===== src/shared/dse_pkg.sv =====
// shared constants, codes and carriers of the decorated store engine
package dse_pkg;

  // ---------------------------------------------------------------
  // bus codes
  // ---------------------------------------------------------------
  localparam logic [1:0] HTRANS_IDLE   = 2'h0;
  localparam logic [1:0] HTRANS_NONSEQ = 2'h2;
  localparam logic [2:0] HSIZE_BYTE    = 3'h0;
  localparam logic [2:0] HSIZE_HALF    = 3'h1;
  localparam logic       HRESP_OKAY    = 1'h0;

  // ---------------------------------------------------------------
  // decoration layout
  // ---------------------------------------------------------------
  localparam logic [2:0]  DEC_REGION      = 3'h2;        // addr[31:29], periph alias
  localparam int          DEC_REGION_LSB  = 29;
  localparam int          DEC_OP_LSB      = 26;          // addr[28:26]
  localparam int          DEC_FI_BIT      = 28;          // field insert select
  localparam int          DEC_LSB_POS     = 23;          // addr[27:23]
  localparam int          DEC_WIDTH_POS   = 19;          // addr[22:19]
  localparam logic [2:0]  DEC_CODE_AND    = 3'h1;
  localparam logic [2:0]  DEC_CODE_OR     = 3'h2;
  localparam logic [2:0]  DEC_CODE_XOR    = 3'h3;
  localparam logic [31:0] LOGIC_ADDR_MASK = 32'he00fffff;
  localparam logic [31:0] FIELD_ADDR_MASK = 32'he007ffff;

  // ---------------------------------------------------------------
  // reset values
  // ---------------------------------------------------------------
  localparam logic [31:0] RST_DATA = 32'h0000_0000;
  localparam logic [4:0]  RST_LSB  = 5'h00;
  localparam logic [3:0]  RST_WID  = 4'h0;

  typedef enum logic [1:0] {OP_AND, OP_OR, OP_XOR, OP_FIELD} dse_op_e;
  typedef enum logic [1:0] {ST_PASS, ST_READ, ST_WRITE} dse_state_e;

  // one address phase on either bus
  typedef struct packed {
    logic [31:0] addr;
    logic [1:0]  trans;
    logic        write;
    logic [2:0]  size;
    logic [3:0]  prot;
  } dse_aphase_s;

  // decoded decoration of an incoming address phase
  typedef struct packed {
    logic        hit;
    dse_op_e     op;
    logic [4:0]  lsb;
    logic [3:0]  wid;
    logic [31:0] real_addr;
  } dse_dec_s;

endpackage : dse_pkg


===== src/logic/dse_rmw_engine.sv =====
// decorated store read-modify-write stage between crossbar port and peripheral bus
`timescale 1ns/1ps

module dse_rmw_engine
  import dse_pkg::*;
(
  input  wire logic        i_clock,    // platform clock, 100 MHz
  input  wire logic        i_rstn,     // async reset, active low
  // crossbar side, this block is the slave
  input  wire logic        i_hsel,     // slave select
  input  wire logic [31:0] i_haddr,    // address, possibly decorated
  input  wire logic [1:0]  i_htrans,   // transfer type
  input  wire logic        i_hwrite,   // write when high
  input  wire logic [2:0]  i_hsize,    // transfer size
  input  wire logic [3:0]  i_hprot,    // protection attributes
  input  wire logic [31:0] i_hwdata,   // write data
  output logic             o_hready,   // transfer done to master
  output logic             o_hresp,    // response to master
  output logic [31:0]      o_hrdata,   // read data to master
  // peripheral side, this block is the master
  output logic [31:0]      o_p_haddr,  // real address
  output logic [1:0]       o_p_htrans, // transfer type
  output logic             o_p_hwrite, // write when high
  output logic [2:0]       o_p_hsize,  // transfer size
  output logic [3:0]       o_p_hprot,  // protection attributes
  output logic [31:0]      o_p_hwdata, // write data
  input  wire logic        i_p_hready, // peripheral done
  input  wire logic        i_p_hresp,  // peripheral response
  input  wire logic [31:0] i_p_hrdata  // peripheral read data
);

  // ---------------------------------------------------------------
  // helpers
  // ---------------------------------------------------------------

  // decode the decoration carried in the upper address bits
  function automatic dse_dec_s dse_decode(input logic [31:0] a, input logic wr);
    dse_dec_s d;
    d.hit       = wr && (a[31:DEC_REGION_LSB] == DEC_REGION) && (a[28:DEC_OP_LSB] != 3'h0);
    d.lsb       = a[27:DEC_LSB_POS];
    d.wid       = a[22:DEC_WIDTH_POS];
    d.op        = OP_AND;
    d.real_addr = a & LOGIC_ADDR_MASK;
    if (a[DEC_FI_BIT]) begin
      d.op        = OP_FIELD;
      d.real_addr = a & FIELD_ADDR_MASK;
    end else if (a[28:DEC_OP_LSB] == DEC_CODE_OR) begin
      d.op = OP_OR;
    end else if (a[28:DEC_OP_LSB] == DEC_CODE_XOR) begin
      d.op = OP_XOR;
    end
    return d;
  endfunction : dse_decode

  // insert mask inside the container, moved to its byte lane
  function automatic logic [31:0] dse_field_mask(input logic [4:0] lsb, input logic [3:0] wid,
                                                 input logic [2:0] size, input logic [1:0] lane);
    logic [63:0] raw;
    logic [31:0] cont;
    raw  = ((64'h1 << ({2'h0, wid} + 6'h01)) - 64'h1) << lsb;
    cont = 32'hffff_ffff;
    if (size == HSIZE_BYTE) begin
      cont = 32'h0000_00ff;
    end else if (size == HSIZE_HALF) begin
      cont = 32'h0000_ffff;
    end
    // clipping to the container drops the overhanging field bits
    return (raw[31:0] & cont) << {lane, 3'h0};
  endfunction : dse_field_mask

  // ---------------------------------------------------------------
  // reset release
  // ---------------------------------------------------------------
  logic rst_meta;
  logic rstn_sync;

  // async assert, release through two flops
  always_ff @(posedge i_clock or negedge i_rstn) begin
    if (!i_rstn) begin
      rst_meta  <= 1'b0;
      rstn_sync <= 1'b0;
    end else begin
      rst_meta  <= 1'b1;
      rstn_sync <= rst_meta;
    end
  end

  // ---------------------------------------------------------------
  // address phase decode
  // ---------------------------------------------------------------
  dse_state_e  state;
  dse_state_e  next_state;
  dse_aphase_s cap;
  dse_aphase_s next_cap;
  dse_op_e     cap_op;
  dse_op_e     next_cap_op;
  logic [4:0]  cap_lsb;
  logic [4:0]  next_cap_lsb;
  logic [3:0]  cap_wid;
  logic [3:0]  next_cap_wid;
  logic [31:0] mod_data;
  logic [31:0] next_mod_data;
  dse_dec_s    dec;
  logic        take;
  logic        take_dec;
  logic [31:0] field_mask;

  assign dec      = dse_decode(i_haddr, i_hwrite);
  // the read state blocks the master address phase from being taken
  assign take     = (state != ST_READ) && i_p_hready && i_hsel && i_htrans[1];
  assign take_dec = take && dec.hit;

  // ---------------------------------------------------------------
  // sequence control
  // ---------------------------------------------------------------

  // next state, captured attributes and modified data
  always_comb begin
    next_state    = state;
    next_cap      = cap;
    next_cap_op   = cap_op;
    next_cap_lsb  = cap_lsb;
    next_cap_wid  = cap_wid;
    next_mod_data = mod_data;
    case (state)
      ST_PASS, ST_WRITE: begin
        if (i_p_hready) begin
          next_state = ST_PASS;
          if (take_dec) begin
            next_state   = ST_READ;
            next_cap     = '{addr: dec.real_addr, trans: HTRANS_NONSEQ, write: 1'b1,
                             size: i_hsize, prot: i_hprot};
            next_cap_op  = dec.op;
            next_cap_lsb = dec.lsb;
            next_cap_wid = dec.wid;
          end
        end
      end
      ST_READ: begin
        // wait states simply stretch this phase
        if (i_p_hready) begin
          next_state = ST_WRITE;
          // write data is replicated over all lanes, so full width is safe
          case (cap_op)
            OP_AND:  next_mod_data = i_p_hrdata & i_hwdata;
            OP_OR:   next_mod_data = i_p_hrdata | i_hwdata;
            OP_XOR:  next_mod_data = i_p_hrdata ^ i_hwdata;
            default: next_mod_data = (i_hwdata & field_mask) | (i_p_hrdata & ~field_mask);
          endcase
        end
      end
      default: begin
        next_state = ST_PASS;
      end
    endcase
  end

  // insert mask from the captured decoration, ready before the read data arrives
  assign field_mask = dse_field_mask(cap_lsb, cap_wid, cap.size, cap.addr[1:0]);

  // registers of the sequence
  always_ff @(posedge i_clock or negedge rstn_sync) begin
    if (!rstn_sync) begin
      state    <= ST_PASS;
      cap      <= '0;
      cap_op   <= OP_AND;
      cap_lsb  <= RST_LSB;
      cap_wid  <= RST_WID;
      mod_data <= RST_DATA;
    end else begin
      state    <= next_state;
      cap      <= next_cap;
      cap_op   <= next_cap_op;
      cap_lsb  <= next_cap_lsb;
      cap_wid  <= next_cap_wid;
      mod_data <= next_mod_data;
    end
  end

  // ---------------------------------------------------------------
  // bus steering
  // ---------------------------------------------------------------

  // address phase: pass through, read with stripped address, or recirculated write
  always_comb begin
    o_p_haddr  = i_haddr;
    o_p_htrans = i_hsel ? i_htrans : HTRANS_IDLE;
    o_p_hwrite = i_hwrite;
    o_p_hsize  = i_hsize;
    o_p_hprot  = i_hprot;
    if (state == ST_READ) begin
      o_p_haddr  = cap.addr;
      o_p_htrans = cap.trans;
      o_p_hwrite = cap.write;
      o_p_hsize  = cap.size;
      o_p_hprot  = cap.prot;
    end else if (i_hsel && dec.hit) begin
      o_p_haddr  = dec.real_addr;
      o_p_hwrite = 1'b0;
    end
  end

  // data phase: modified value on the write, stall during the read
  // outputs stay combinational so undecorated traffic sees no extra cycle
  assign o_p_hwdata = (state == ST_WRITE) ? mod_data : i_hwdata;
  assign o_hready   = (state == ST_READ) ? 1'b0 : i_p_hready;
  assign o_hresp    = (state == ST_READ) ? HRESP_OKAY : i_p_hresp;
  assign o_hrdata   = i_p_hrdata;

  // ---------------------------------------------------------------
  // checks
  // ---------------------------------------------------------------
  property p_read_first;
    @(posedge i_clock) disable iff (!rstn_sync)
      take_dec |-> !o_p_hwrite && (o_p_haddr == dec.real_addr) ##1 state == ST_READ;
  endproperty
  a_read_first: assert property (p_read_first) else $error("decorated store not issued as read");

  property p_write_second;
    @(posedge i_clock) disable iff (!rstn_sync)
      take_dec |=> o_p_hwrite && (o_p_htrans == HTRANS_NONSEQ) && (o_p_haddr == $past(dec.real_addr));
  endproperty
  a_write_second: assert property (p_write_second) else $error("recirculated write address wrong");

  property p_write_data;
    @(posedge i_clock) disable iff (!rstn_sync)
      (state == ST_READ) && i_p_hready |=> (state == ST_WRITE) && (o_p_hwdata == mod_data);
  endproperty
  a_write_data: assert property (p_write_data) else $error("modified data not on write bus");

  property p_or_value;
    @(posedge i_clock) disable iff (!rstn_sync)
      (state == ST_READ) && i_p_hready && (cap_op == OP_OR) |=> mod_data == $past(i_p_hrdata | i_hwdata);
  endproperty
  a_or_value: assert property (p_or_value) else $error("or result wrong");

  property p_xor_value;
    @(posedge i_clock) disable iff (!rstn_sync)
      (state == ST_READ) && i_p_hready && (cap_op == OP_XOR) |=> mod_data == $past(i_p_hrdata ^ i_hwdata);
  endproperty
  a_xor_value: assert property (p_xor_value) else $error("xor result wrong");

  property p_and_value;
    @(posedge i_clock) disable iff (!rstn_sync)
      (state == ST_READ) && i_p_hready && (cap_op == OP_AND) |=> mod_data == $past(i_p_hrdata & i_hwdata);
  endproperty
  a_and_value: assert property (p_and_value) else $error("and result wrong");

  property p_logic_mask;
    @(posedge i_clock) disable iff (!rstn_sync)
      take_dec && !i_haddr[DEC_FI_BIT] |-> o_p_haddr == (i_haddr & LOGIC_ADDR_MASK);
  endproperty
  a_logic_mask: assert property (p_logic_mask) else $error("logic op address not stripped");

  property p_field_mask;
    @(posedge i_clock) disable iff (!rstn_sync)
      take_dec && i_haddr[DEC_FI_BIT] |-> o_p_haddr == (i_haddr & FIELD_ADDR_MASK);
  endproperty
  a_field_mask: assert property (p_field_mask) else $error("field insert address not stripped");

  property p_single_bit;
    @(posedge i_clock) disable iff (!rstn_sync)
      (state == ST_READ) && (cap_op == OP_FIELD) && (cap_wid == 4'h0) && (cap.size == 3'h2)
      |-> field_mask == (32'h1 << cap_lsb);
  endproperty
  a_single_bit: assert property (p_single_bit) else $error("width zero not a single bit");

  property p_stall;
    @(posedge i_clock) disable iff (!rstn_sync)
      take_dec ##1 (state == ST_READ) |-> !o_hready;
  endproperty
  a_stall: assert property (p_stall) else $error("master not stalled during modify");

  property p_hold_wait;
    @(posedge i_clock) disable iff (!rstn_sync)
      (state == ST_READ) && !i_p_hready |=> (state == ST_READ) && $stable(o_p_haddr) && !o_hready;
  endproperty
  a_hold_wait: assert property (p_hold_wait) else $error("wait state not held");

  property p_passthru;
    @(posedge i_clock) disable iff (!rstn_sync)
      (state != ST_READ) && !(i_hsel && dec.hit) |-> (o_p_haddr == i_haddr) && (o_hready == i_p_hready);
  endproperty
  a_passthru: assert property (p_passthru) else $error("plain access altered");

endmodule : dse_rmw_engine


===== config.mk =====
export PLATFORM = sky130hd
export DESIGN_NAME = dse_rmw_engine
export DESIGN_NICKNAME = d
export VERILOG_FILES = /design/src/shared/dse_pkg.sv /design/src/logic/dse_rmw_engine.sv
export SDC_FILE = /design/constraint.sdc
export NUM_CORES = 1
export LEC_CHECK = 0
export ABC_AREA = 1
export BUFFER_PORTS_ARGS = -buffer_cell sky130_fd_sc_hd__buf_2
export CAP_MARGIN = 20
export CORE_ASPECT_RATIO = 1.1
export CORE_MARGIN = 10
export CORE_UTILIZATION = 55
export CTS_BUF_LIST = sky130_fd_sc_hd__clkbuf_4 sky130_fd_sc_hd__clkbuf_8 sky130_fd_sc_hd__clkbuf_16
export CTS_CLUSTER_DIAMETER = 80
export DETAILED_ROUTE_END_ITERATION = 10
export PLACE_DENSITY = 0.82
export SYNTH_ARGS = -nofsm -noshare
export SYNTH_HDL_FRONTEND = slang
export SYNTH_SLANG_ARGS = --single-unit

===== constraint.sdc =====
create_clock -name i_clock -period 2.8 [get_ports i_clock]
set_input_delay 0 -clock i_clock [delete_from_list [all_inputs] [get_ports i_clock]]
set_output_delay 0 -clock i_clock [all_outputs]
set_load 0.1 [all_outputs]

## After elaboration in Yosys (flattened, before gate mapping)

Cells that the tools add are included.

| operators by class | value |
|---|---|
| multiplexer cells | 22 |
| shifts and indexed selects | 3 |
| add/sub/neg operators | 2 |
| reductions and logical operators | 15 |
| equal/unequal tests | 11 |
| bitwise gates (word level) | 8 |

Operators with widths:

| operator | number |
|---|---|
| 32-bit AND | 4 |
| 32-bit 2-to-1 mux | 4 |
| 32-bit case mux with 3 select lines | 1 |
| 32-bit bitwise OR | 2 |
| 1-bit by 5-bit left shift with 64-bit output, first input constant | 1 |
| 64-bit by 5-bit left shift with 32-bit output | 1 |
| 64-bit by 1-bit subtractor with 64-bit output, second input constant | 1 |
| 32-bit NOT | 1 |
| 32-bit by 5-bit left shift with 32-bit output | 1 |
| 32-bit bitwise XOR | 1 |
| 29-bit 2-to-1 mux | 1 |
| 20-bit 2-to-1 mux | 1 |
| 2-bit 2-to-1 mux | 7 |
| 3-bit by 2-bit equality test with 1-bit output, second input constant | 3 |
| 1-bit logical AND | 7 |
| 4-bit by 1-bit adder with 5-bit output, second input constant | 1 |
| 1-bit 2-to-1 mux | 5 |
| 2-bit by 1-bit equality test with 1-bit output, second input constant | 2 |
| 2-bit equality test, second input constant | 2 |
| 2-bit zero test | 2 |
| 4-bit 2-to-1 mux | 1 |
| 2-bit inequality test, second input constant | 2 |
| 2-bit case mux with 2 select lines | 1 |
| 2-bit AND reduction | 2 |
| other kinds (7) | 7 |

| storage, ports and cells | value |
|---|---|
| bits in registers | 87 |
| input bits | 111 |

## Logic depth before layout (Yosys ltp)

Gate-level depths: netlist of run 1.

| logic depth | value |
|---|---|
| word-level depth | 10 |
| gate-level depth with buffers | 23 |
| gate-level depth less buffers | 22 |

## Least setup slack after synthesis of run 1

OpenSTA, ideal clock, no wires.

| timing | value |
|---|---|
| path kind | register -> output |
| start point | register state[0] |
| end point | output o_p_hwdata[0] |
| buffers on the path | 2 |
| stages on the path, launching flop included | 6 |
| arrival time | 2980 ps |
| required time | 2800 ps |
| setup slack | -180 ps |
| cell sequence | dfrtp_1 -> inv_1 -> nand2_1 -> clkbuf_1 -> clkbuf_1 -> o21ai_0 |

| on the way | value |
|---|---|
| longest elaborated chain between the ends | 2 |

Ends and longest elaborated chain:

| what | RTL line | RTL |
|---|---|---|
| start: declaration | dse_rmw_engine.sv:91 | `dse_state_e state;` |
| start signal: assignment | dse_rmw_engine.sv:171 | `state <= next_state;` |
| 2-bit equality test | dse_rmw_engine.sv:205 | `assign o_p_hwdata = (state == ST_WRITE) ? mod_data : i_hwdata;` |
| 32-bit 2-to-1 mux | dse_rmw_engine.sv:205 |  |
| end: declaration | dse_rmw_engine.sv:26 | `output logic [31:0] o_p_hwdata,` |

No other way between the ends.

## Worst setup path in the final report of run 1

| timing | value |
|---|---|
| start point | register cap_wid[1] |
| end point | register mod_data[8] |

| on the way | value |
|---|---|
| longest elaborated chain between the ends | 10 |

Ends and longest elaborated chain:

| what | RTL line | RTL |
|---|---|---|
| start: declaration | dse_rmw_engine.sv:99 | `logic [3:0] cap_wid;` |
| start signal: assignment | dse_rmw_engine.sv:175 | `cap_wid <= next_cap_wid;` |
| 4-bit by 1-bit adder with 5-bit output * | dse_rmw_engine.sv:60 | `raw = ((64'h1 << ({2'h0, wid} + 6'h01)) - 64'h1) << lsb;` |
| 1-bit by 5-bit left shift with 64-bit output * | dse_rmw_engine.sv:60 |  |
| 64-bit by 1-bit subtractor with 64-bit output * | dse_rmw_engine.sv:60 |  |
| 64-bit by 5-bit left shift with 32-bit output * | dse_rmw_engine.sv:60 |  |
| 32-bit AND * | dse_rmw_engine.sv:68 | `return (raw[31:0] & cont) << {lane, 3'h0};` |
| 32-bit by 5-bit left shift with 32-bit output * | dse_rmw_engine.sv:68 |  |
| 32-bit NOT | dse_rmw_engine.sv:148 | `default: next_mod_data = (i_hwdata & field_mask) \| (i_p_hrdata & ~field_mask);` |
| 32-bit AND | dse_rmw_engine.sv:148 |  |
| 32-bit bitwise OR * | dse_rmw_engine.sv:148 |  |
| 32-bit case mux with 3 select lines * | dse_rmw_engine.sv:144 | `case (cap_op)` |
| end signal: assignment | dse_rmw_engine.sv:176 | `mod_data <= next_mod_data;` |
| end: declaration | dse_rmw_engine.sv:101 | `logic [31:0] mod_data;` |

Every way passes the cells marked *; elsewhere a longest branch is shown, timed or not.
A chain may end at the register's enable or synchronous reset.

==> run_results.csv, run 1 <==
group,metric,value,unit
global_routing,grt_pass1_vias,9383,
setup_path,path_delay_family,"simple AND/OR/NAND/NOR gates",
yosys,synth_top_cell_by_area,"dfrtp_1",
clocking,htreeDepth,3,
global_routing,grt_start_max_net_pins,77,
finish,final_cell_mix,"355 x nand2_1, 218 x buf_2, 186 x nand3_1",
yosys,ys_warn_count,0,
yosys,synth_edf_count,0,
placed_design,place_congestion,0.936,
placed_design,place_inst,1680,
sta,worst_slew_pin_slew,0.816,ns
floorplanning,die_area,20700,sq um
setup_path,r2r_cells,16,
detailed_routing,viasPerCell,5.56,
min_path,hold_path_class,"in2reg",
floorplanning,io_pins,219,
yosys,synth_top_cell_area_share,23.1,%
sta,hold_viol_final,0,
yosys,synthDistinctLibCells,44,
floorplanning,initial_core_util,56.1,%
sta,whs,0.000988,ns
sta,fin_crit_sh,93.8,%
min_path,hold_start,"i_hwdata[11]",
setup_path,rrSetupSlack,0.17,ns
sta,setup_violations,0,
setup_path,path_class,"reg2reg",
min_path,min_to,"mod_data[11]",
global_routing,grt_pass1_wl,45300,um
global_routing,gr-total-overflow,0,
yosys,synthTopCellsByArea,"dfrtp_1 23%, nand2_1 16%, nand3_1 12%, ha_1 9.6%, inv_1 7.8%",
run_status,status,"complete, no violations",
clocking,clockRootBuffer,"clkbuf_16",
detailed_routing,drt-pass1-iter-count,5,
clocking,clk_pin_slew,0.07,ns
sta,slew_viol_final,0,
power,power_density,573,nW/um^2
setup_path,required,3.08,ns
setup_path,r2r-end,"mod_data[8]",
floorplanning,die_h,150,um
sta,skew,0.0114,ns
detailed_routing,ant_nets,0,
detailed_routing,wire_per_inst,15.8,um
setup_path,cpMostUsedCell,"nand2_1",
setup_path,r2r_start,"cap_wid[1]",
floorplanning,rows,47,
sta,period_needed,2.63,ns
global_routing,antenna_found_initial,0,
power,leakagePower,5.57,nW
sta,worst_slack,0.175,ns
run,maxCapViolations,0,
yosys,ys_seq_area_share,23.1,%
setup_path,path_cells,"nor2_4 -> nand3_2 -> ha_4 -> nand2_4 -> nor2_4 -> o211ai_1 -> nand3_1 -> nand3_2 -> nand2_1 -> nand2_1 -> nand4_1 -> nand2_1 -> nand2_1 -> a21oi_1 -> o21ai_1 -> a22oi_1",
power,totalPowerFinal,5.98,mW
yosys,synth_ff_type,"dfrtp_1",
min_path,holdPathStages,3,
floorplanning,die_x,138,um
sta,slew_headroom,45.6,%
clocking,cts_buffers,9,
finish,layout_commonest_cell,"nand2_1",
setup_path,crit_fanout,4,
yosys,syn_inst,1341,
setup_path,cp-end-kind,"register",
yosys,syn_area,8440,sq um
yosys,syn_avg_cell_area,6.30,sq um
setup_path,critPathBufInv,0,
yosys,async_reset_ff_share,100,%
detailed_routing,drt_wl_total,27700,um
floorplanning,core,15100,sq um
power,irDropWorstVdd,0.335,mV
finish,drive_above_1_share,22.3,%
clocking,cts.path.max_buffers,2,
placed_design,pre_cts_slack,0.0427,ns
placed_design,hpwl,20300,um
setup_path,cp_data_arrival_time,2.91,ns
detailed_routing,drc,0,
sta,max_freq,381,MHz
detailed_routing,drt_iter0_drc,656,
yosys,ys_ff_latch,78,
setup_path,slowest_stage,"dfrtp_1",
finish,area_growth,23.6,%
sta,setup_tns,0,ns
clocking,cts_num_sinks,78,
global_routing,grt_util_all_layers,25.5,%
detailed_routing,vias,9705,
clocking,insertion_delay,0.36,ns
finish,num-nets-final,1720,
setup_path,critPathMaxStageDelay,0.42,ns
placed_design,numPortBuffers,218,
finish,instances_no_fill,1746,
setup_path,crit_path_start,"cap_wid[1]",
setup_path,startpoint_type,"register",
clocking,cts_tree,"yes",
-- where the power goes --
| group | switching [mW] | internal [mW] |
|---|---|---|
| combinational | 2.48 | 0.913 |
| sequential | 0.0928 | 1.30 |
| clock | 0.566 | 0.621 |
| total | 3.14 | 2.84 |
-- Yosys cell counts, drive strengths merged, types with 3 or more instances --
| cell | n |
|---|---|
| clkinv | 3 |
| nand4 | 16 |
| nand2 | 361 |
| a22oi | 15 |
| or2 | 4 |
| a21boi | 13 |
| inv | 182 |
| clkbuf | 54 |
| dfrtp | 78 |
| ha | 65 |
| o211ai | 6 |
| nand3 | 215 |
| buf | 56 |
| a211oi | 30 |
| nor3 | 5 |
| nor2 | 39 |
| a21oi | 31 |
| o21ai | 155 |
-- sequential cells by signal, indices dropped and copies added, names as in the netlist --
name       cells
mod_data      32
cap           31
cap_lsb        5
cap_wid        4
cap_op         2
state          2
rst_meta       1
rstn_sync      1
-- cell type report --
type / count / area, sq um
Clock buffer: 9 / 225
Timing Repair Buffer: 300 / 1850
Inverter: 185 / 703
Tap cell: 196 / 245
Clock inverter: 7 / 63.8
Multi-Input combinational cell: 970 / 5390
Antenna cell: 1 / 2.50
Fill cell: 1239 / 4620
Sequential cell: 78 / 1960
-- metal layers --
metal,GRT usage [%],vias to the layer above,share of wire (%)
li1,-,4794,-
met4,9.81,0,3.0
met2,43.2,412,48
met3,6.12,62,8.0
met5,0,-,0
met1,30.8,4437,41
-- worst reg2reg max path: stages (launching register included) --
cell and delay, ns:
dfrtp_1 0.42, nor2_4 0.17, nand3_2 0.11, ha_4 0.21, nand2_4 0.11, nor2_4 0.07
o211ai_1 0.25, nand3_1 0.16, nand3_2 0.12, nand2_1 0.06, nand2_1 0.11, nand4_1 0.13
nand2_1 0.13, nand2_1 0.12, a21oi_1 0.20, o21ai_1 0.08, a22oi_1 0.13
-- worst max path at each step --
stage / endpoint / slack [ns] / cells after the start
after floorplan: o_p_hwdata[0] / -0.18 / 5
after global placement: mod_data[12] / 0.08 / 17
after detailed placement: mod_data[12] / 0.04 / 17
after CTS: mod_data[12] / 0.03 / 17
after global routing: mod_data[8] / -0.01 / 17
final: mod_data[8] / 0.17 / 16
-- timing repair --
item / in CTS / in global routing
endpoints found under the setup margin: 0 / 31
buffers inserted: 0 / 2
hold endpoints to repair: 46 / 0
hold buffers: 45 / 0
resized for setup: 0 / 30
-- kinds of logic (layout without fill, tap and decap cells) --
kind of cell    count (synthesis)  in the layout  share of synthesized area (%)
compound gates                259            259                           18.0
xor+xnor                        1              1                          0.193
fa+ha+maj                      65             65                           9.63
buf+inv                       295            501                           14.9
flops                          78             78                           23.1
other cells                     1              3                         0.0444
simple gates                  642            643                           34.2
-- through the flow --
step / area (sq um) / utilization (%)
after detailed placement: 9520 / 63.2
after floorplan: 8450 / -
after global placement: 9520 / 63.2
after global routing: 10400 / 69.3
final: 10400 / 69.3
after CTS: 10300 / 68.1
Power figures use the tool's default switching activity.
==> run 2: changes to the inputs <==
--- a/config.mk
+++ b/config.mk
@@ -5,7 +5,6 @@
 export SDC_FILE = /design/constraint.sdc
 export NUM_CORES = 1
 export LEC_CHECK = 0
-export ABC_AREA = 1
 export BUFFER_PORTS_ARGS = -buffer_cell sky130_fd_sc_hd__buf_2
 export CAP_MARGIN = 20
 export CORE_ASPECT_RATIO = 1.1
@@ -14,7 +13,7 @@
 export CTS_BUF_LIST = sky130_fd_sc_hd__clkbuf_4 sky130_fd_sc_hd__clkbuf_8 sky130_fd_sc_hd__clkbuf_16
 export CTS_CLUSTER_DIAMETER = 80
 export DETAILED_ROUTE_END_ITERATION = 10
-export PLACE_DENSITY = 0.82
+export PLACE_DENSITY = 0.81
 export SYNTH_ARGS = -nofsm -noshare
 export SYNTH_HDL_FRONTEND = slang
 export SYNTH_SLANG_ARGS = --single-unit
==> run 2 against run 1 <==
  * The run now ends with negative setup slack left
  * Via count up 5.3%
  * Sequential power hardly changed
  * Sequential share of layout area is 2.1 points lower
  * Critical path type unchanged
==> run_results.csv, run 2 <==
group,metric,value,unit
run_status,status,"complete, but fails checks",
run_status,violations,"negative setup slack",
finish,fillers,1096,
min_path,hold_start,"i_hwdata[12]",
yosys,synth_ff_type,"dfrtp_1",
power,leakagePower,5.70,nW
detailed_routing,ant_nets,0,
finish,final_cell_mix,"286 x nand2_1, 218 x buf_2, 116 x buf_4",
sta,slew_headroom,50.5,%
power,power_density,540,nW/um^2
finish,num-nets-final,1673,
global_routing,grt_pass1_wl,52600,um
yosys,synth_top_cell_by_area,"dfrtp_1",
yosys,ys_ff_latch,78,
detailed_routing,drt-pass1-iter-count,6,
power,irDropWorstVdd,0.459,mV
global_routing,grt_start_max_net_pins,77,
setup_path,r2r-end,"mod_data[10]",
yosys,syn_inst,1210,
detailed_routing,viasPerCell,6.01,
clocking,cts.path.max_buffers,2,
setup_path,cpMostUsedCell,"mux4_2",
setup_path,path_cells,"or4_4 -> ha_4 -> or4bb_1 -> a21oi_2 -> or2_1 -> mux4_2 -> a22oi_2 -> o21ai_1 -> o31ai_1 -> mux4_2 -> mux2_4",
sta,fin_crit_sh,118,%
finish,layout_commonest_cell,"nand2_1",
finish,area_growth,37.3,%
placed_design,hpwl,23800,um
yosys,synth_xor_area_share,0.205,%
finish,largest_register,"mod_data",
floorplanning,die_area,20900,sq um
run,maxCapViolations,0,
detailed_routing,vias,10200,
setup_path,required,3.03,ns
sta,period_needed,3.30,ns
yosys,synth.top_cells.by_count,"287 x nand2_1, 102 x o21ai_0, 80 x nor2_1",
yosys,synthDistinctLibCells,90,
finish,fin_area,11700,sq um
floorplanning,initial_core_util,56.4,%
yosys,syn_avg_cell_area,7.07,sq um
setup_path,cp-end-kind,"register",
setup_path,crit_fanout,6,
clocking,cts_tree,"yes",
finish,register_area,1960,sq um
sta,worst_slew_pin_slew,0.743,ns
sta,slew_viol_final,0,
sta,whs,0.0139,ns
finish,drive_above_1_share,33.1,%
clocking,clockRootBuffer,"clkbuf_16",
finish,reg_top3,"mod_data: 32 flops, cap: 31 flops, cap_lsb: 5 flops",
placed_design,numPortBuffers,218,
floorplanning,io_pins,219,
global_routing,antenna_found_initial,1,
clocking,clk_pin_slew,0.08,ns
yosys,syn_area,8550,sq um
finish,multi_input_area,6310,sq um
yosys,synth_top_family_by_area,"compound AO/OA/AOI/OAI gates",
sta,hold_viol_final,0,
detailed_routing,drc,0,
detailed_routing,drt_iter0_drc,848,
yosys,ys_warn_count,0,
yosys,synth_adder_area_share,9.51,%
setup_path,r2r_start,"cap_wid[0]",
detailed_routing,wire_per_inst,19.6,um
setup_path,rrSetupSlack,-0.50,ns
floorplanning,rows,47,
setup_path,path_class,"reg2reg",
finish,largest_reg_flops,32,
yosys,synth_compound_area_share,26.5,%
placed_design,place_area,10300,sq um
floorplanning,die_x,139,um
placed_design,place_inst,1636,
finish,instances_no_fill,1699,
setup_path,critPathBufInv,0,
sta,worst_slack,-0.503,ns
finish,final_util,77.4,%
floorplanning,core,15200,sq um
clocking,htreeDepth,3,
placed_design,place_congestion,1.03,
global_routing,gr-total-overflow,0,
yosys,ys_seq_area_share,22.8,%
yosys,synth_top_cell_area_share,22.8,%
global_routing,grt_pass1_vias,10200,
floorplanning,die_h,151,um
yosys,synth.most_common_cell,"nand2_1",
yosys,synthTopCellsByArea,"dfrtp_1 23%, nand2_1 13%, ha_1 9.5%, o21ai_0 6.0%, a21oi_1 3.9%",
clocking,cts_num_sinks,78,
yosys,synth_edf_count,0,
setup_path,slowest_stage,"or4_4",
min_path,holdPathStages,3,
detailed_routing,drt_wl_total,33300,um
sta,rsz0062_at_grt,"yes",
clocking,insertion_delay,0.36,ns
clocking,cts_buffers,9,
setup_path,path_delay_family,"simple AND/OR/NAND/NOR gates",
setup_path,startpoint_type,"register",
sta,skew,0.0120,ns
sta,setup_tns,-10.97,ns
yosys,async_reset_ff_share,100,%
setup_path,critPathMaxStageDelay,0.56,ns
min_path,min_to,"mod_data[12]",
sta,setup_violations,30,
global_routing,grt_util_all_layers,30.2,%
yosys,synthSimpleGateAreaFrac,25.5,%
sta,max_freq,303,MHz
setup_path,cp_data_arrival_time,3.53,ns
setup_path,r2r_cells,11,
min_path,hold_path_class,"in2reg",
yosys,synthMuxAreaShare,4.53,%
==> run 2: cell count changes after synthesis, sizes merged, moves of 37 or more <==
cell,before,now
nor2,39,82
a21oi,31,68
nand2,361,287
o21ai,155,118
inv,182,78
nand3,215,18
==> run 2: layout make-up <==
type | count | area share (%)
diodes | 1 | 0.0213
clock buffers | 9 | 1.92
clock inverters | 7 | 0.565
inverters | 80 | 2.60
multi-input cells | 934 | 53.8
flip-flops and latches | 78 | 16.7
well taps | 196 | 2.09
repair buffers | 394 | 22.4
==> run 2: worst reg2reg max path: cells and delay by family (launching register included) <==
family                   cells  cell delay [ns]
AO/OA/AOI/OAI                4             0.42
adder cells (fa/ha/maj)      1             0.21
flip-flops                   1             0.37
multiplexers                 3             0.99
AND/OR/NAND/NOR              3             1.20
==> run 2: power breakdown <==
group	internal, mW	leakage [nW]	switching, mW
registers	1.30	0.986	0.127
logic	1.34	4.58	2.39
clock network	0.620	0.136	0.563
==> run 2: timing repair <==
| action | CTS | global route |
|---|---|---|
| setup endpoints to repair | 30 | 31 |
| hold endpoints to repair | 45 | 0 |
| hold buffers | 45 | 0 |
| buffers inserted | 6 | 1 |
| gates resized for setup | 94 | 44 |
| pin swaps | 56 | 41 |
==> run 2: metal layers <==
metal  GRT usage (%)  vias to the layer above  share of wire (%)
met5               0                        -                  0
met4            12.8                        0                3.8
met3            7.99                      101                9.6
met2            51.1                      596                 48
met1            35.8                     4753                 39
li1                -                     4765                  -
==> run 2: how the worst max path moves through the flow <==
stage | start | slack, ns | end | cells after the start
6_report | cap_wid[0] | -0.50 | mod_data[10] | 11
5_1_grt | cap_wid[0] | -0.62 | mod_data[29] | 13
4_1_cts | cap_wid[0] | -0.48 | mod_data[10] | 11
3_5_place_dp | cap_wid[1] | -0.62 | mod_data[20] | 14
3_3_place_gp | cap_wid[1] | -0.53 | mod_data[23] | 12
2_1_floorplan | state[1] | -0.20 | o_p_hwdata[0] | 4
==> run 2: cells by family after synthesis <==
family / Yosys count
AO/OA/AOI/OAI: 344
other: 1
adder cells (fa/ha/maj): 65
flip-flops: 78
buffers and inverters: 199
XOR/XNOR: 2
AND/OR/NAND/NOR: 493
multiplexers: 28
==> run 2: stage by stage <==
step	worst slack, ns	power [mW]
6_report	-0.503	6.34
3_5_place_dp	-0.616	4.62
5_1_grt	-0.624	6.64
4_1_cts	-0.482	6.13
3_3_place_gp	-0.534	4.59
2_1_floorplan	-0.203	3.59
==> run 3: changes to the inputs <==
--- a/config.mk
+++ b/config.mk
@@ -9,11 +9,12 @@
 export CAP_MARGIN = 20
 export CORE_ASPECT_RATIO = 1.1
 export CORE_MARGIN = 10
-export CORE_UTILIZATION = 55
+export CORE_UTILIZATION = 59
 export CTS_BUF_LIST = sky130_fd_sc_hd__clkbuf_4 sky130_fd_sc_hd__clkbuf_8 sky130_fd_sc_hd__clkbuf_16
 export CTS_CLUSTER_DIAMETER = 80
 export DETAILED_ROUTE_END_ITERATION = 10
-export PLACE_DENSITY = 0.81
+export PLACE_DENSITY = 0.87
+export RECOVER_POWER = 50
 export SYNTH_ARGS = -nofsm -noshare
 export SYNTH_HDL_FRONTEND = slang
 export SYNTH_SLANG_ARGS = --single-unit
==> constraint.sdc (replaced) <==
create_clock -name i_clock -period 4.3 [get_ports i_clock]
set_input_delay 0 -clock i_clock [delete_from_list [all_inputs] [get_ports i_clock]]
set_output_delay 0 -clock i_clock [all_outputs]
set_load 0.1 [all_outputs]
==> run 3 against run 2 <==
  * The run ends with negative hold slack, max-capacitance violations, max-slew violations left
  * Clock skew barely moved
  * Worst hold slack got worse by 0.016 ns
  * Global-route usage fell by 0.88 points
  * Via count fell by 4.4%
  * Sequential power fell by 35%
  * First-iteration DRC count rose by 4.8%
  * Critical path type unchanged
  * Largest power group unchanged
==> run_results.csv, run 3 (synthesis gave the netlist of run 2 again) <==
group,metric,value,unit
sta,period_needed,4.07,ns
sta,worst_slew_pin_slew,2.07,ns
detailed_routing,met3_length,3340,um
placed_design,pre_cts_slack,0.459,ns
detailed_routing,viasPerCell,6.14,
finish,final_util,71.1,%
run_status,status,"complete, but fails checks",
min_path,hold_path_class,"in2reg",
finish,num-nets-final,1568,
power,totalPowerFinal,3.60,mW
clocking,cts.path.max_buffers,2,
setup_path,cp-end-kind,"register",
detailed_routing,wire_per_inst,18.8,um
finish,drive_above_1_share,19.6,%
clocking,insertion_delay,0.35,ns
sta,fin_crit_sh,94.6,%
setup_path,cp_data_arrival_time,4.30,ns
detailed_routing,wl_met2,13900,um
clocking,htreeDepth,3,
clocking,post_cts_buffers,0,
detailed_routing,drt_wl_total,29900,um
floorplanning,core,14300,sq um
sta,max_freq,246,MHz
global_routing,grt_util_all_layers,29.3,%
clocking,clockRootBuffer,"clkbuf_16",
global_routing,gr-total-overflow,0,
finish,fin_area,10200,sq um
power,irDropWorstVdd,0.258,mV
setup_path,path_class,"reg2reg",
run,maxCapViolations,1,
finish,reg_top3,"mod_data: 32 flops, cap: 31 flops, cap_lsb: 5 flops",
placed_design,hpwl,21200,um
global_routing,grt_pass1_vias,9502,
floorplanning,die_x,135,um
placed_design,place_area,9480,sq um
setup_path,crit_fanout,19,
floorplanning,die_h,146,um
setup_path,r2r_cells,12,
detailed_routing,drt_iter0_drc,889,
clocking,cts_num_sinks,78,
detailed_routing,ant_nets,0,
placed_design,place_congestion,1.06,
finish,final_cell_mix,"287 x nand2_1, 186 x buf_2, 102 x o21ai_0",
setup_path,startpoint_type,"register",
global_routing,grt_pass1_wl,48500,um
detailed_routing,top_layer_used,"met4",
clocking,cts_tree,"yes",
finish,layout_commonest_cell,"nand2_1",
finish,largest_register,"mod_data",
sta,setup_violations,0,
finish,instances_no_fill,1590,
detailed_routing,vias,9762,
global_routing,antenna_found_initial,1,
sta,slew_headroom,-38.3,%
sta,skew,0.0115,ns
sta,whs,-0.00219,ns
detailed_routing,drc,0,
sta,rsz0062_at_grt,"no",
min_path,holdPathStages,3,
floorplanning,die_area,19700,sq um
sta,slew_viol_final,47,
clocking,cts_buffers,9,
global_routing,grt_start_max_net_pins,77,
placed_design,numPortBuffers,218,
finish,largest_reg_flops,32,
power,leakagePower,4.90,nW
floorplanning,io_pins,219,
sta,setup_tns,0,ns
setup_path,required,4.53,ns
floorplanning,rows,46,
run_status,violations,"negative hold slack, max-capacitance violations, max-slew violations",
sta,worst_slack,0.231,ns
placed_design,place_inst,1529,
finish,area_growth,19.2,%
power,power_density,353,nW/um^2
sta,hold_viol_final,1,
detailed_routing,m1WireLength,11500,um
floorplanning,initial_core_util,59.7,%
detailed_routing,drt-pass1-iter-count,7,
clocking,clk_pin_slew,0.07,ns
-- run 3: cell count changes in the layout (fill, tap and decap cells not counted), moves of 12 or more --
cell and change:
buf_4 -92, clkbuf_1 +34, buf_2 -32, o21ai_0 +29, o21ai_1 -26, a21oi_1 +12
-- run 3: area by class of cell --
class                      count  area, sq um
tap                          192          240
inverter                      80          300
multi-input combinational    934         5700
clock inverter                 7         86.3
fill                        1159         4140
clock buffer                   9          225
sequential                    78         1950
timing repair buffer         289         1690
antenna                        1         2.50
-- run 3: worst paths after layout --
kind / start / endpoint / slack, ns
worst max-delay path: cap_wid[1] / mod_data[31] / 0.23
worst min-delay path: i_hwdata[21] / mod_data[21] / -0.002
worst max register to register: cap_wid[1] / mod_data[31] / 0.23
worst min register to register: rst_meta / rstn_sync / 0.36
max in group asynchronous: rstn_sync / cap_op[0] / 0.71
min in group asynchronous: i_rstn / rst_meta / 0.49
-- run 3: where the power goes --
| group | internal (mW) | leakage (nW) | switching (mW) |
|---|---|---|---|
| Combinational | 0.533 | 3.76 | 1.31 |
| Clock | 0.465 | 0.151 | 0.357 |
| Sequential | 0.848 | 0.987 | 0.0852 |
| Total | 1.85 | 4.90 | 1.76 |
-- run 3: timing repair --
item | in CTS | in global routing
setup endpoints to repair | 0 | 1
gates resized for setup | 0 | 3
endpoints found under the hold margin | 43 | 0
hold buffers | 43 | 0
-- run 3: per-layer routing --
| layer | GRT usage (%) | vias up |
|---|---|---|
| met4 | 13.3 | 0 |
| met2 | 47.1 | 590 |
| li1 | - | 4568 |
| met3 | 9.30 | 101 |
| met5 | 0 | - |
| met1 | 34.9 | 4503 |
-- run 3: critical path: stages, from the launching register on --
cell and delay (ns):
dfrtp_1 0.37, or4_1 0.68, ha_4 0.30, or4b_1 0.52
a21oi_1 0.23, nor2_1 0.11, a311oi_1 0.34, a21oi_2 0.12
a211oi_1 0.33, o32ai_2 0.15, o2111ai_1 0.13, o211ai_1 0.11
dlygate4sd3_1 0.57
